[src/rtl/sdcr_pkg.sv]
`default_nettype none
package sdcr_pkg;
  localparam int WORD_W = 24;
  localparam int SEL_W = 3;
  localparam logic [SEL_W-1:0] SEL_CHANNEL = 3'h0;
  localparam logic [SEL_W-1:0] SEL_DENREF = 3'h1;
  localparam logic [SEL_W-1:0] SEL_PHASE = 3'h2;
  localparam logic [SEL_W-1:0] SEL_FUNCTION = 3'h3;
  localparam logic [SEL_W-1:0] SEL_PUMP = 3'h4;
  localparam int SEL_LSB = 0;
  localparam int INT_MSB = 23;
  localparam int INT_LSB = 15;
  localparam int NUM_MSB = 14;
  localparam int NUM_LSB = 3;
  localparam int BOOST_BIT = 23;
  localparam int HALVE_BIT = 22;
  localparam int PRESCALE_BIT = 20;
  localparam int DOUBLE_BIT = 19;
  localparam int RDIV_MSB = 18;
  localparam int RDIV_LSB = 15;
  localparam int DEN_MSB = 14;
  localparam int DEN_LSB = 3;
  localparam int PHASE_MSB = 14;
  localparam int PHASE_LSB = 3;
  localparam int GROUND_BIT = 5;
  localparam int POLARITY_BIT = 3;
  localparam int COUNT_MSB = 13;
  localparam int COUNT_LSB = 5;
  localparam int TSEL_MSB = 4;
  localparam int TSEL_LSB = 3;
  localparam logic [1:0] TSEL_PAIR = 2'h0;
  localparam logic [1:0] TSEL_THIRD = 2'h1;
  localparam logic [1:0] TSEL_CURRENT = 2'h2;
  localparam int COUNT_W = 9;
  localparam int TICKS_PER_UNIT = 4;
  localparam int TICK_W = 2;
  localparam logic [TICK_W-1:0] TICK_LAST = 2'h3;
  localparam logic [3:0] RDIV_RESET = 4'h1;
  localparam logic [11:0] DEN_RESET = 12'h00d;
  localparam logic [8:0] INT_RESET = 9'h01a;

  typedef struct packed {
    logic        pump_boost;
    logic        ref_halve;
    logic        prescale_89;
    logic        doubler_en;
    logic [3:0]  ref_div;
    logic [11:0] fraction_denominator;
    logic [11:0] phase_seed;
  } sdcr_shadow_t;

  typedef struct packed {
    logic [8:0]  int_value;
    logic [11:0] fraction_numerator;
  } sdcr_channel_t;
endpackage
`default_nettype wire

[src/rtl/sdcr_timeout.sv]
`default_nettype none
module sdcr_timeout
  import sdcr_pkg::*;
#(
  parameter int W = 9
) (
  input  wire logic         clk_sys_i,
  input  wire logic         reset_i,
  input  wire logic         detector_tick_i,
  input  wire logic         start_i,
  input  wire logic [W-1:0] limit_i,
  output logic              active_o
);
  logic [W-1:0]      units_reg;
  logic [TICK_W-1:0] sub_reg;
  logic              active_reg;
  wire               unit_done = detector_tick_i && (sub_reg == TICK_LAST);
  wire               last_unit = unit_done && (units_reg == W'(1));

  // Each count unit is four detector cycles; a zero count never opens the window.
  always_ff @(posedge clk_sys_i) begin // see (RULE22)
    if (reset_i) begin
      units_reg <= '0;
      sub_reg <= '0;
      active_reg <= 1'b0;
    end else if (start_i) begin
      units_reg <= limit_i;
      sub_reg <= '0;
      active_reg <= (limit_i != '0);
    end else if (active_reg && detector_tick_i) begin
      sub_reg <= sub_reg + TICK_W'(1);
      if (unit_done) begin
        units_reg <= units_reg - W'(1);
      end
      if (last_unit) begin
        active_reg <= 1'b0;
      end
    end
  end

  assign active_o = active_reg;
endmodule
`default_nettype wire

[src/rtl/sdcr_ref_path.sv]
`default_nettype none
module sdcr_ref_path
  import sdcr_pkg::*;
(
  input  wire logic       clk_sys_i,
  input  wire logic       reset_i,
  input  wire logic       ref_edge_i,
  input  wire logic       doubler_en_i,
  input  wire logic       ref_halve_i,
  input  wire logic [3:0] ref_div_i,
  output logic            detector_tick_o
);
  logic [4:0] cnt_reg;
  logic       half_reg;
  logic       tick_reg;
  wire [4:0]  span = doubler_en_i ? {1'b0, ref_div_i} : {ref_div_i, 1'b0};
  wire        div_out = ref_edge_i && (cnt_reg + 5'h1 >= span);

  // Reference edges here are half-cycles, so the doubler halves the divide span.
  always_ff @(posedge clk_sys_i) begin // see (RULE10) see (RULE11)
    if (reset_i) begin
      cnt_reg <= '0;
      half_reg <= 1'b0;
      tick_reg <= 1'b0;
    end else begin
      if (ref_edge_i) begin
        cnt_reg <= div_out ? 5'h0 : cnt_reg + 5'h1;
      end
      if (div_out) begin
        half_reg <= ~half_reg;
      end
      tick_reg <= div_out && (!ref_halve_i || half_reg); // see (RULE7)
    end
  end

  assign detector_tick_o = tick_reg;
endmodule
`default_nettype wire

[src/rtl/sdcr_config_bank.sv]
// Overview of operation
// (RULE1) Select code 000 loads the channel divide word.
// (RULE2) Integer divide sits in bits 23..15; host keeps it 26 to 511.
// (RULE3) Fraction numerator sits in bits 14..3; host keeps it below denominator.
// (RULE4) Denominator, divider, doubler, halver and boost wait for the channel write.
// (RULE5) Select code 001 loads the denominator/reference word.
// (RULE6) Boost set raises pump current 25 percent after the channel write.
// (RULE7) Halver set adds a toggle stage before the phase detector.
// (RULE8) Host writes bit 21 of the denominator/reference word as zero.
// (RULE9) Host picks 8/9 prescaler above 3 GHz; minimum integer then 80.
// (RULE10) Doubler enable inserts the doubler ahead of the reference divider.
// (RULE11) Reference divider divides by its value; host uses 1 to 15.
// (RULE12) Host keeps the denominator between 13 and 4095.
// (RULE13) Select code 010 loads the phase word; host writes bit 15 zero.
// (RULE14) Twelve-bit phase word seeds the sigma-delta modulator.
// (RULE15) Phase word waits for the next channel write.
// (RULE16) Host spaces channel writes by denominator multiples of reference cycles.
// (RULE17) Host writes both synthesizers in one reference cycle for coherence.
// (RULE18) Select code 011 loads the function word, normally at start-up.
// (RULE19) Pump ground bit low grounds pump outputs.
// (RULE20) Polarity bit one is positive detector polarity, zero negative.
// (RULE21) Host writes function bits 15..6 as 0x001 and bit 4 one.
// (RULE22) Nine-bit count in bits 13..5, selector bits 4..3; unit is four cycles.
// (RULE23) Selector 10 pump current, 01 third switch, 00 switch pair.
// (RULE24) Detector cycle after channel write loads dividers, starts timers, fast lock.
// (RULE25) Host writes pump timer word bits 23..14 as 0x001.
// (RULE26) All shadowed fields move to active copies together in one cycle.
`default_nettype none
module sdcr_config_bank
  import sdcr_pkg::*;
(
  input  wire logic                  clk_sys_i,
  input  wire logic                  reset_i,
  input  wire logic                  load_i,
  input  wire logic [WORD_W-1:0]     word_i,
  input  wire logic                  ref_edge_i,
  output sdcr_pkg::sdcr_channel_t    channel_o,
  output sdcr_pkg::sdcr_shadow_t     active_o,
  output logic                       detector_tick_o,
  output logic                       modulator_load_o,
  output logic                       fast_lock_o,
  output logic                       pump_boost_o,
  output logic                       pump_ground_o,
  output logic                       detector_positive_o,
  output logic                       pair_switch_closed_o,
  output logic                       third_switch_closed_o
);
  import sdcr_pkg::*;

  sdcr_shadow_t  shadow_reg;
  sdcr_shadow_t  active_reg;
  sdcr_channel_t staged_reg;
  sdcr_channel_t channel_reg;
  logic          pending_reg;
  logic          modload_reg;
  logic          ground_n_reg;
  logic          polarity_reg;
  logic [COUNT_W-1:0] current_lim_reg;
  logic [COUNT_W-1:0] third_lim_reg;
  logic [COUNT_W-1:0] pair_lim_reg;
  logic          current_active;
  logic          third_active;
  logic          pair_active;

  wire [SEL_W-1:0] sel = word_i[SEL_LSB +: SEL_W];
  wire hit_channel  = load_i && (sel == SEL_CHANNEL); // see (RULE1)
  wire hit_denref   = load_i && (sel == SEL_DENREF); // see (RULE5)
  wire hit_phase    = load_i && (sel == SEL_PHASE); // see (RULE13)
  wire hit_function = load_i && (sel == SEL_FUNCTION); // see (RULE18)
  wire hit_pump     = load_i && (sel == SEL_PUMP);
  wire [1:0] tsel   = word_i[TSEL_MSB:TSEL_LSB];
  wire [COUNT_W-1:0] count_field = word_i[COUNT_MSB:COUNT_LSB];
  wire apply        = pending_reg && detector_tick_o;

  sdcr_shadow_t shadow_next;
  always_comb begin
    shadow_next = shadow_reg;
    if (hit_denref) begin // see (RULE4)
      shadow_next.pump_boost = word_i[BOOST_BIT];
      shadow_next.ref_halve = word_i[HALVE_BIT];
      shadow_next.prescale_89 = word_i[PRESCALE_BIT];
      shadow_next.doubler_en = word_i[DOUBLE_BIT];
      shadow_next.ref_div = word_i[RDIV_MSB:RDIV_LSB];
      shadow_next.fraction_denominator = word_i[DEN_MSB:DEN_LSB];
    end
    if (hit_phase) begin // see (RULE15)
      shadow_next.phase_seed = word_i[PHASE_MSB:PHASE_LSB];
    end
  end

  always_ff @(posedge clk_sys_i) begin
    if (reset_i) begin
      shadow_reg <= '{ref_div: RDIV_RESET, fraction_denominator: DEN_RESET, default: '0};
    end else begin
      shadow_reg <= shadow_next;
    end
  end

  // The staged channel word waits here until the next detector tick applies it.
  always_ff @(posedge clk_sys_i) begin
    if (reset_i) begin
      staged_reg <= '{int_value: INT_RESET, fraction_numerator: '0};
      pending_reg <= 1'b0;
    end else if (hit_channel) begin
      staged_reg.int_value <= word_i[INT_MSB:INT_LSB]; // see (RULE2)
      staged_reg.fraction_numerator <= word_i[NUM_MSB:NUM_LSB]; // see (RULE3)
      pending_reg <= 1'b1;
    end else if (apply) begin
      pending_reg <= 1'b0;
    end
  end

  // A channel write marks the shadow as committed: the shadow is copied when the
  // detector tick arrives, so the host must not rewrite shadows in between.
  always_ff @(posedge clk_sys_i) begin
    if (reset_i) begin
      active_reg <= '{ref_div: RDIV_RESET, fraction_denominator: DEN_RESET, default: '0};
      channel_reg <= '{int_value: INT_RESET, fraction_numerator: '0};
      modload_reg <= 1'b0;
    end else begin
      modload_reg <= apply;
      if (apply) begin
        active_reg <= shadow_reg; // see (RULE26) see (RULE24)
        channel_reg <= staged_reg; // see (RULE24)
      end
    end
  end

  always_ff @(posedge clk_sys_i) begin
    if (reset_i) begin
      ground_n_reg <= 1'b0;
      polarity_reg <= 1'b0;
    end else if (hit_function) begin
      ground_n_reg <= word_i[GROUND_BIT]; // see (RULE19)
      polarity_reg <= word_i[POLARITY_BIT]; // see (RULE20)
    end
  end

  always_ff @(posedge clk_sys_i) begin
    if (reset_i) begin
      current_lim_reg <= '0;
      third_lim_reg <= '0;
      pair_lim_reg <= '0;
    end else if (hit_pump) begin
      if (tsel == TSEL_CURRENT) begin // see (RULE23)
        current_lim_reg <= count_field; // see (RULE22)
      end
      if (tsel == TSEL_THIRD) begin
        third_lim_reg <= count_field;
      end
      if (tsel == TSEL_PAIR) begin
        pair_lim_reg <= count_field;
      end
    end
  end

  sdcr_ref_path u_ref (
    .clk_sys_i       (clk_sys_i),
    .reset_i         (reset_i),
    .ref_edge_i      (ref_edge_i),
    .doubler_en_i    (active_reg.doubler_en),
    .ref_halve_i     (active_reg.ref_halve),
    .ref_div_i       (active_reg.ref_div),
    .detector_tick_o (detector_tick_o)
  );

  sdcr_timeout #(.W(COUNT_W)) u_current (
    .clk_sys_i       (clk_sys_i),
    .reset_i         (reset_i),
    .detector_tick_i (detector_tick_o),
    .start_i         (apply),
    .limit_i         (current_lim_reg),
    .active_o        (current_active)
  );

  sdcr_timeout #(.W(COUNT_W)) u_third (
    .clk_sys_i       (clk_sys_i),
    .reset_i         (reset_i),
    .detector_tick_i (detector_tick_o),
    .start_i         (apply),
    .limit_i         (third_lim_reg),
    .active_o        (third_active)
  );

  sdcr_timeout #(.W(COUNT_W)) u_pair (
    .clk_sys_i       (clk_sys_i),
    .reset_i         (reset_i),
    .detector_tick_i (detector_tick_o),
    .start_i         (apply),
    .limit_i         (pair_lim_reg),
    .active_o        (pair_active)
  );

  assign channel_o = channel_reg;
  assign active_o = active_reg; // see (RULE14)
  assign modulator_load_o = modload_reg;
  assign fast_lock_o = current_active; // see (RULE24)
  assign pump_boost_o = active_reg.pump_boost; // see (RULE6)
  assign pump_ground_o = !ground_n_reg; // see (RULE19)
  assign detector_positive_o = polarity_reg;
  assign pair_switch_closed_o = pair_active;
  assign third_switch_closed_o = third_active;
endmodule
`default_nettype wire

[config.mk]
export PLATFORM = sky130hd
export DESIGN_NAME = sdcr_config_bank
export DESIGN_NICKNAME = d
export VERILOG_FILES = /design/src/rtl/sdcr_pkg.sv /design/src/rtl/sdcr_timeout.sv /design/src/rtl/sdcr_ref_path.sv /design/src/rtl/sdcr_config_bank.sv
export SDC_FILE = /design/constraint.sdc
export NUM_CORES = 1
export LEC_CHECK = 0
export BUFFER_PORTS_ARGS = -buffer_cell sky130_fd_sc_hd__buf_4
export CAP_MARGIN = 20
export CORE_ASPECT_RATIO = 1.5
export CORE_MARGIN = 5
export CORE_UTILIZATION = 60
export CTS_BUF_LIST = sky130_fd_sc_hd__clkbuf_2
export DETAILED_ROUTE_END_ITERATION = 12
export GPL_ROUTABILITY_DRIVEN = 0
export PLACE_DENSITY = 0.82
export SLEW_MARGIN = 20
export SYNTH_ARGS = -nofsm -noshare
export SYNTH_HDL_FRONTEND = slang
export SYNTH_SLANG_ARGS = --single-unit
[constraint.sdc]
create_clock -name clk_sys_i -period 2.42 [get_ports clk_sys_i]
set_input_delay 0.363 -clock clk_sys_i [delete_from_list [all_inputs] [get_ports clk_sys_i]]
set_output_delay 0.363 -clock clk_sys_i [all_outputs]
set_load 0.02 [all_outputs]
==> results of run 1 <==
[per-layer routing]
layer / GRT usage [%] / up-vias / routed length [um]
li1: - / 3195 / -
met1: 29.59 / 3086 / 7343
met2: 44.79 / 183 / 9635
met3: 4.796 / 52 / 880
met4: 11.60 / 0 / 721
met5: 0 / - / 0
[final cells by class]
cell class / count / area (um^2) / share of cell area [%]
Sequential cell: 180 / 3603 / 42.32
Multi-Input combinational cell: 638 / 3420 / 40.16
Timing Repair Buffer: 126 / 1026 / 12.05
Tap cell: 153 / 191.4 / 2.248
Clock inverter: 15 / 142.6 / 1.675
Clock buffer: 17 / 85.08 / 0.9991
Inverter: 12 / 45.04 / 0.5289
Antenna cell: 1 / 2.502 / 0.02939
[worst register-to-register path: stages (launching register included)]
cell     delay (ns)
dfxtp_1        0.47
ha_1           0.26
xor2_1         0.18
ha_1           0.27
a21o_1         0.17
a31oi_1        0.33
o32ai_1        0.18
a311o_1        0.28
[power breakdown]
| group | total [mW] | internal [mW] | switching (mW) |
|---|---|---|---|
| clock | 1.49 | 0.405 | 1.09 |
| sequential | 3.05 | 3.01 | 0.0335 |
| combinational | 0.324 | 0.125 | 0.199 |
[cell families (layout without fill, tap and decap cells)]
| family | count (synthesis) | count (layout) | synth area share (%) |
|---|---|---|---|
| AO/OA/AOI/OAI | 174 | 174 | 13.60 |
| XOR/XNOR | 21 | 21 | 2.499 |
| adder cells (fa/ha/maj) | 15 | 15 | 2.551 |
| buffers and inverters | 73 | 170 | 4.744 |
| flip-flops | 180 | 180 | 48.97 |
| multiplexers | 33 | 33 | 4.489 |
| other | 0 | 1 | 0 |
| AND/OR/NAND/NOR | 395 | 395 | 23.14 |
[per-stage QoR]
stage / worst slack (ns) / hold WS [ns]
final: 0.2020 / 0.06584
after global routing: 0.02475 / 0.03015
after CTS: 0.2205 / 0.01341
after detailed placement: 0.3062 / 0.4419
after global placement: 0.3776 / 0.4369
after floorplan: 0.4853 / 0.4321
[layout by cell type (no fill, tap or decap), types with 2 or more instances in the layout]
cell type,count
o311ai_0,2
nand2b_1,3
xor2_1,17
a22oi_1,5
and2_1,2
xnor2_1,4
nand4_1,8
nor3b_1,2
nor2_1,60
inv_1,12
buf_12,2
o31ai_1,2
a32oi_1,4
nor4_1,5
o41ai_1,3
buf_4,102
a41oi_1,2
a31oi_1,6
clkbuf_2,17
a21boi_0,3
nor3b_2,2
nand3_1,36
and3_1,10
o21ai_0,6
nand3b_1,8
nor2b_1,4
clkinv_2,3
nand2_1,236
inv_6,8
ha_1,15
nor3_1,11
o22ai_1,11
a21oi_1,119
mux2i_1,33
dlygate4sd3_1,22
dfxtp_1,180
nor3_2,2
[worst min path at each step]
stage	startpoint	to	slack, ns	depth (start not counted)
floorplan	shadow_reg[30]$_SDFFE_PP0P_	active_o[30]$_SDFFE_PP0P_	0.43	2
global placement	shadow_reg[23]$_SDFFE_PP0P_	active_o[23]$_SDFFE_PP0P_	0.44	2
detailed placement	staged_reg[6]$_SDFFE_PP0P_	channel_o[6]$_SDFFE_PP0P_	0.44	2
CTS	word_i[0]	shadow_reg[20]$_SDFFE_PP0P_	0.01	4
global route	reset_i	pair_lim_reg[0]$_SDFFE_PP0P_	0.03	2
finish	word_i[0]	shadow_reg[19]$_SDFFE_PP0P_	0.07	4
==> run summary, run 1 <==
CORE AREA: 12020 um^2
Root Driver: clkbuf_2
Sink Count: 180
Synth Instances: 891
R2R cell count: 7
Max-cap violations: 0
R2R Setup Slk: 0.20 ns
Finished Layout Cells: 1142
Yosys cell types: 51
Reg clk slew, reported paths: 0.25 ns
Die X: 100.4 um
total negative slack: 0 ns
share of layout cells above drive strength 1: 14.47%
syn nets: 934
final hold viol count: 0
die area: 14620 um^2
Design Power: 4.859 mW
Placed Area: 8065 um^2
initial core utilization: 61.23%
CP Class: register to register
Slowest Stage Delay on Critical Path: 0.47 ns
Synth top cells by count: 237 x nand2_1, 180 x dfxtp_1, 119 x a21oi_1
Num CTS Buffers: 17
first-pass GRT wire length: 30140 um
vias in the first global route: 6208
Yosys top cell area share: 48.97%
Max VDD drop: 0.2728 mV
syn_area_per_cell: 8.258 um^2
Finished Cell Area: 8516 um^2
asr flop ratio synth: 0%
outcome: finished clean
max-slew violations: 0
largest net degree at the start of global routing: 66
Slew headroom: 44.91%
Cell Rows: 49
launch point of the worst reg-to-reg path: u_ref.cnt_reg[0]$_SDFFE_PP0P_
Vias: 6516
max FFs per register: 32
CP startpoint kind: register
reg-to-reg critical path endpoint: u_ref.half_reg$_SDFFE_PP0P_
setup bufs post-CTS: 0
DR DRC count: 0
area grow syn2layout: 15.73%
CP endpoint: u_ref.half_reg$_SDFFE_PP0P_
Total GRT Usage: 25.54%
crit path cell chain: ha_1, xor2_1, ha_1, a21o_1, a31oi_1, o32ai_1, a311o_1
fmax: 450.9 MHz
Cell Pwr Density: 570.6 nW/um^2
Final Core Density: 70.87%
Pleak: 3.472 nW
Routed wire per std cell: 16.27 um
FILL cells: 959
TritonCTS clock tree: done
Critical path origin: u_ref.cnt_reg[0]$_SDFFE_PP0P_
worst skew pair latency: 0.74 ns
die height: 145.6 um
Post-synth EDFFs: 0
dpl cells: 1087
RSZ-0062 raised after global routing: no
Seq cells post-synth: 180
htree depth: 4
Yosys top cell by area: dfxtp_1
DR pass1 iterations: 5
Post-CTS Resized: 0
DR iter-0 viols: 378
global route total overflow: 0
IO Port Bufs: 88
synthesized cell area: 7358 um^2
Seq/Total Area, Yosys: 48.97%
CTS Hold Buffers Added: 22
Max clock buf depth: 2
final setup violation count: 0
post-route ant nets: 0
antenna violations before repair: 1
most frequent cell after synthesis: nand2_1
HP Class: input port to register
critical path depth: 7
buffers plus inverters on the worst setup path: 0
fin crit period: 2.218 ns
Top FF cell, synth: dfxtp_1
Area contributors post-synth: dfxtp_1 49%, nand2_1 12%, a21oi_1 8.1%, mux2i_1 4.5%, nor2_1 3.1%
crit-path most repeated cell: ha_1
YS warnings: 0
Worst Skew: 0.03614 ns
Vias/cell: 5.706
Tightest Pin Transition: 0.8263 ns
Worst Path Required: 3.06 ns
critical path peak fanout: 5
post-DP HPWL: 12560 um
CP Capture Type: register
Critical Path Slowest Stage Cell: dfxtp_1
post-route clock period utilization: 91.65%
Routed WL: 18580 um
critical path arrival: 2.85 ns
CP top delay family: compound AO/OA/AOI/OAI gates
I/O pin count: 89
Post-layout nets: 1018
Power figures use the tool's default switching activity.
==> run 2, diff against run 1 <==
Settings changed: GPL_ROUTABILITY_DRIVEN 0 to 1, SKIP_LAST_GASP from default to 1, SYNTH_HIERARCHICAL from default to 1.
==> run 2 against run 1 <==
Against the previous run:
- cell area rose by 3.5%
- global-route usage decreased by 0.62 points
- area after synthesis increased by 2.9%
- critical path type unchanged
- non-clock buffer count up 4
- clock power about the same
- synthesized cell count decreased by 1.2%
- routed wire length up 0.52%
- register-to-register slack about the same
- worst hold slack improved by 0.080 ns
- largest power group unchanged
==> run summary, run 2 <==
outcome: finished clean
R2R Setup Slk: 0.21 ns
Net Sw Frac: 28.41%
worst hold path cell count: 4
final setup violation count: 0
HP Class: input port to register
htree depth: 4
clock share of power: 30.9%
area grow syn2layout: 16.43%
RSZ-0062 raised after global routing: no
antenna violations before repair: 1
TritonCTS clock tree: done
max FFs per register: 32
Routed wire per std cell: 16.37 um
Cell Rows: 50
post-DP HPWL: 12320 um
Cell Pwr Density: 556.0 nW/um^2
most frequent cell after synthesis: nand2_1
Place WS: 0.2903 ns
Finished Cell Area: 8812 um^2
Post-layout nets: 1015
Yosys top cell by area: dfxtp_1
critical path peak fanout: 5
die height: 147.6 um
Yosys cell types: 52
Synth Instances: 880
syn_area_per_cell: 8.601 um^2
fin crit period: 2.211 ns
most frequent cells in the layout: 211 x nand2_1, 180 x dfxtp_1, 101 x buf_4, 100 x a21oi_1, 43 x nand2b_1
Max-cap violations: 0
Flop pwr share: 62.2%
Placed Area: 8304 um^2
Critical path origin: u_ref/cnt_reg[0]$_SDFFE_PP0P_
critical path arrival: 2.83 ns
syn nets: 923
fmax: 452.2 MHz
Final Wtd Congestion: 0.8494
Setup WS post-layout: 0.2086 ns
total negative slack: 0 ns
Seq/Total Area, Yosys: 47.61%
DR pass1 iterations: 4
Root Driver: clkbuf_2
hold worst-path end: ground_n_reg$_SDFFE_PP0P_
dpl cells: 1082
Hold Startpoint: word_i[0]
DR iter-0 viols: 312
Num CTS Buffers: 17
vias in the first global route: 6319
Vias: 6586
Slew headroom: 46.52%
Psw: 1.392 mW
Synth top cells by count: 212 x nand2_1, 180 x dfxtp_1, 100 x a21oi_1
asr flop ratio synth: 0%
CP Capture Type: register
Sink Count: 180
die area: 15010 um^2
YS warnings: 6
worst hold slack: 0.1463 ns
DR DRC count: 0
IO Port Bufs: 88
launch point of the worst reg-to-reg path: u_ref/cnt_reg[0]$_SDFFE_PP0P_
CP startpoint kind: register
Max clock buf depth: 2
Area contributors post-synth: dfxtp_1 48%, nand2_1 11%, a21oi_1 6.6%, mux2i_1 4.6%, nand2b_1 3.6%
Final Core Density: 70.78%
Yosys top cell area share: 47.61%
R2R cell count: 8
CP Class: register to register
final hold viol count: 0
Design Power: 4.900 mW
max-slew violations: 0
Die X: 101.7 um
CORE AREA: 12450 um^2
Pleak: 3.423 nW
Seq cells post-synth: 180
reg-to-reg critical path endpoint: u_ref/half_reg$_SDFFE_PP0P_
initial core utilization: 60.79%
Tightest Pin Transition: 0.8022 ns
Top FF cell, synth: dfxtp_1
share of layout cells above drive strength 1: 16.16%
Max VDD drop: 0.4694 mV
post-route clock period utilization: 91.38%
largest net degree at the start of global routing: 87
worst skew pair latency: 0.73 ns
synthesized cell area: 7569 um^2
Routed WL: 18680 um
Reg clk slew, reported paths: 0.26 ns
Vias/cell: 5.772
post-route ant nets: 0
Finished Layout Cells: 1141
Post-synth EDFFs: 0
I/O pin count: 89
first-pass GRT wire length: 30370 um
global route total overflow: 0
Worst Skew: 0.05458 ns
Total GRT Usage: 24.92%
share of total power in combinational logic: 6.9%
Int Pwr: 3.508 mW
most common cell after layout, fill and taps aside: nand2_1
Worst Path Required: 3.04 ns
## run 2: cell count changes in the layout (fill, tap and decap cells not counted), moves of 7 or more
cell	before	now
nor2_1	60	38
o31ai_1	2	9
nand2b_1	3	43
o22ai_1	11	0
a21oi_1	119	100
and3_1	10	0
or4_1	1	9
a311oi_1	1	15
xor2_1	17	8
nor4_1	5	12
nand3b_1	8	17
nand3_1	36	2
nand2_1	236	211
nor3_1	11	22
## run 2: power groups by stage
stage | Clock [mW] | Sequential, mW | Combinational, mW
after global placement | 0 | 3.10 | 0.296
final | 1.51 | 3.05 | 0.340
after floorplan | 0 | 3.10 | 0.173
after detailed placement | 0 | 3.10 | 0.301
after CTS | 1.54 | 3.05 | 0.333
after global routing | 1.67 | 3.06 | 0.370
## run 2: worst max-delay path by stage
stage / end / slack (ns)
floorplan: u_current/units_reg[1]$_SDFFE_PP0P_ / 0.17
global placement: u_ref/half_reg$_SDFFE_PP0P_ / 0.38
detailed placement: u_ref/half_reg$_SDFFE_PP0P_ / 0.29
CTS: u_ref/half_reg$_SDFFE_PP0P_ / 0.21
global route: u_ref/half_reg$_SDFFE_PP0P_ / 0.08
finish: u_ref/half_reg$_SDFFE_PP0P_ / 0.21
## run 2: timing repair
action,4_1_cts,5_1_grt
gates resized for setup,0,0
setup buffers,0,0
setup endpoints to repair,0,0
hold buffers,25,2
endpoints found under the hold margin,74,1
## run 2: cell families (layout without fill, tap and decap cells)
family	count (synthesis)	in the layout	synth area share [%]
flops	180	180	47.61
compound gates	159	159	12.43
simple gates	406	406	26.95
buf+inv	71	175	4.249
other cells	0	1	0
xor+xnor	13	13	1.504
fa+ha+maj	15	15	2.480
mux	36	36	4.778
## run 2: worst max-delay path, stage by stage (launching register included)
cell and delay, ns:
dfxtp_1 0.45, ha_1 0.23, nand3_1 0.11, xnor2_1 0.23
ha_1 0.30, a21oi_1 0.21, nor2_1 0.06, a41o_1 0.24
mux2_1 0.31
## run 2: per-layer routing
metal / wire length [um] / vias to the layer above / global-route usage (%) / share of wire (%)
met3: 917 / 34 / 5.477 / 4.9
li1: - / 3210 / - / -
met4: 449 / 0 / 8.849 / 2.4
met5: 0 / - / 0 / 0
met2: 9624 / 187 / 43.28 / 52
met1: 7686 / 3155 / 29.85 / 41
## run 2: cell type report
| class | count | area [um^2] |
|---|---|---|
| multi-input combinational | 629 | 3655 |
| inverter | 14 | 52.55 |
| fill | 955 | 3637 |
| sequential | 180 | 3603 |
| clock inverter | 14 | 150.1 |
| timing repair buffer | 130 | 1069 |
| tap | 156 | 195.2 |
| clock buffer | 17 | 85.08 |
| antenna | 1 | 2.502 |
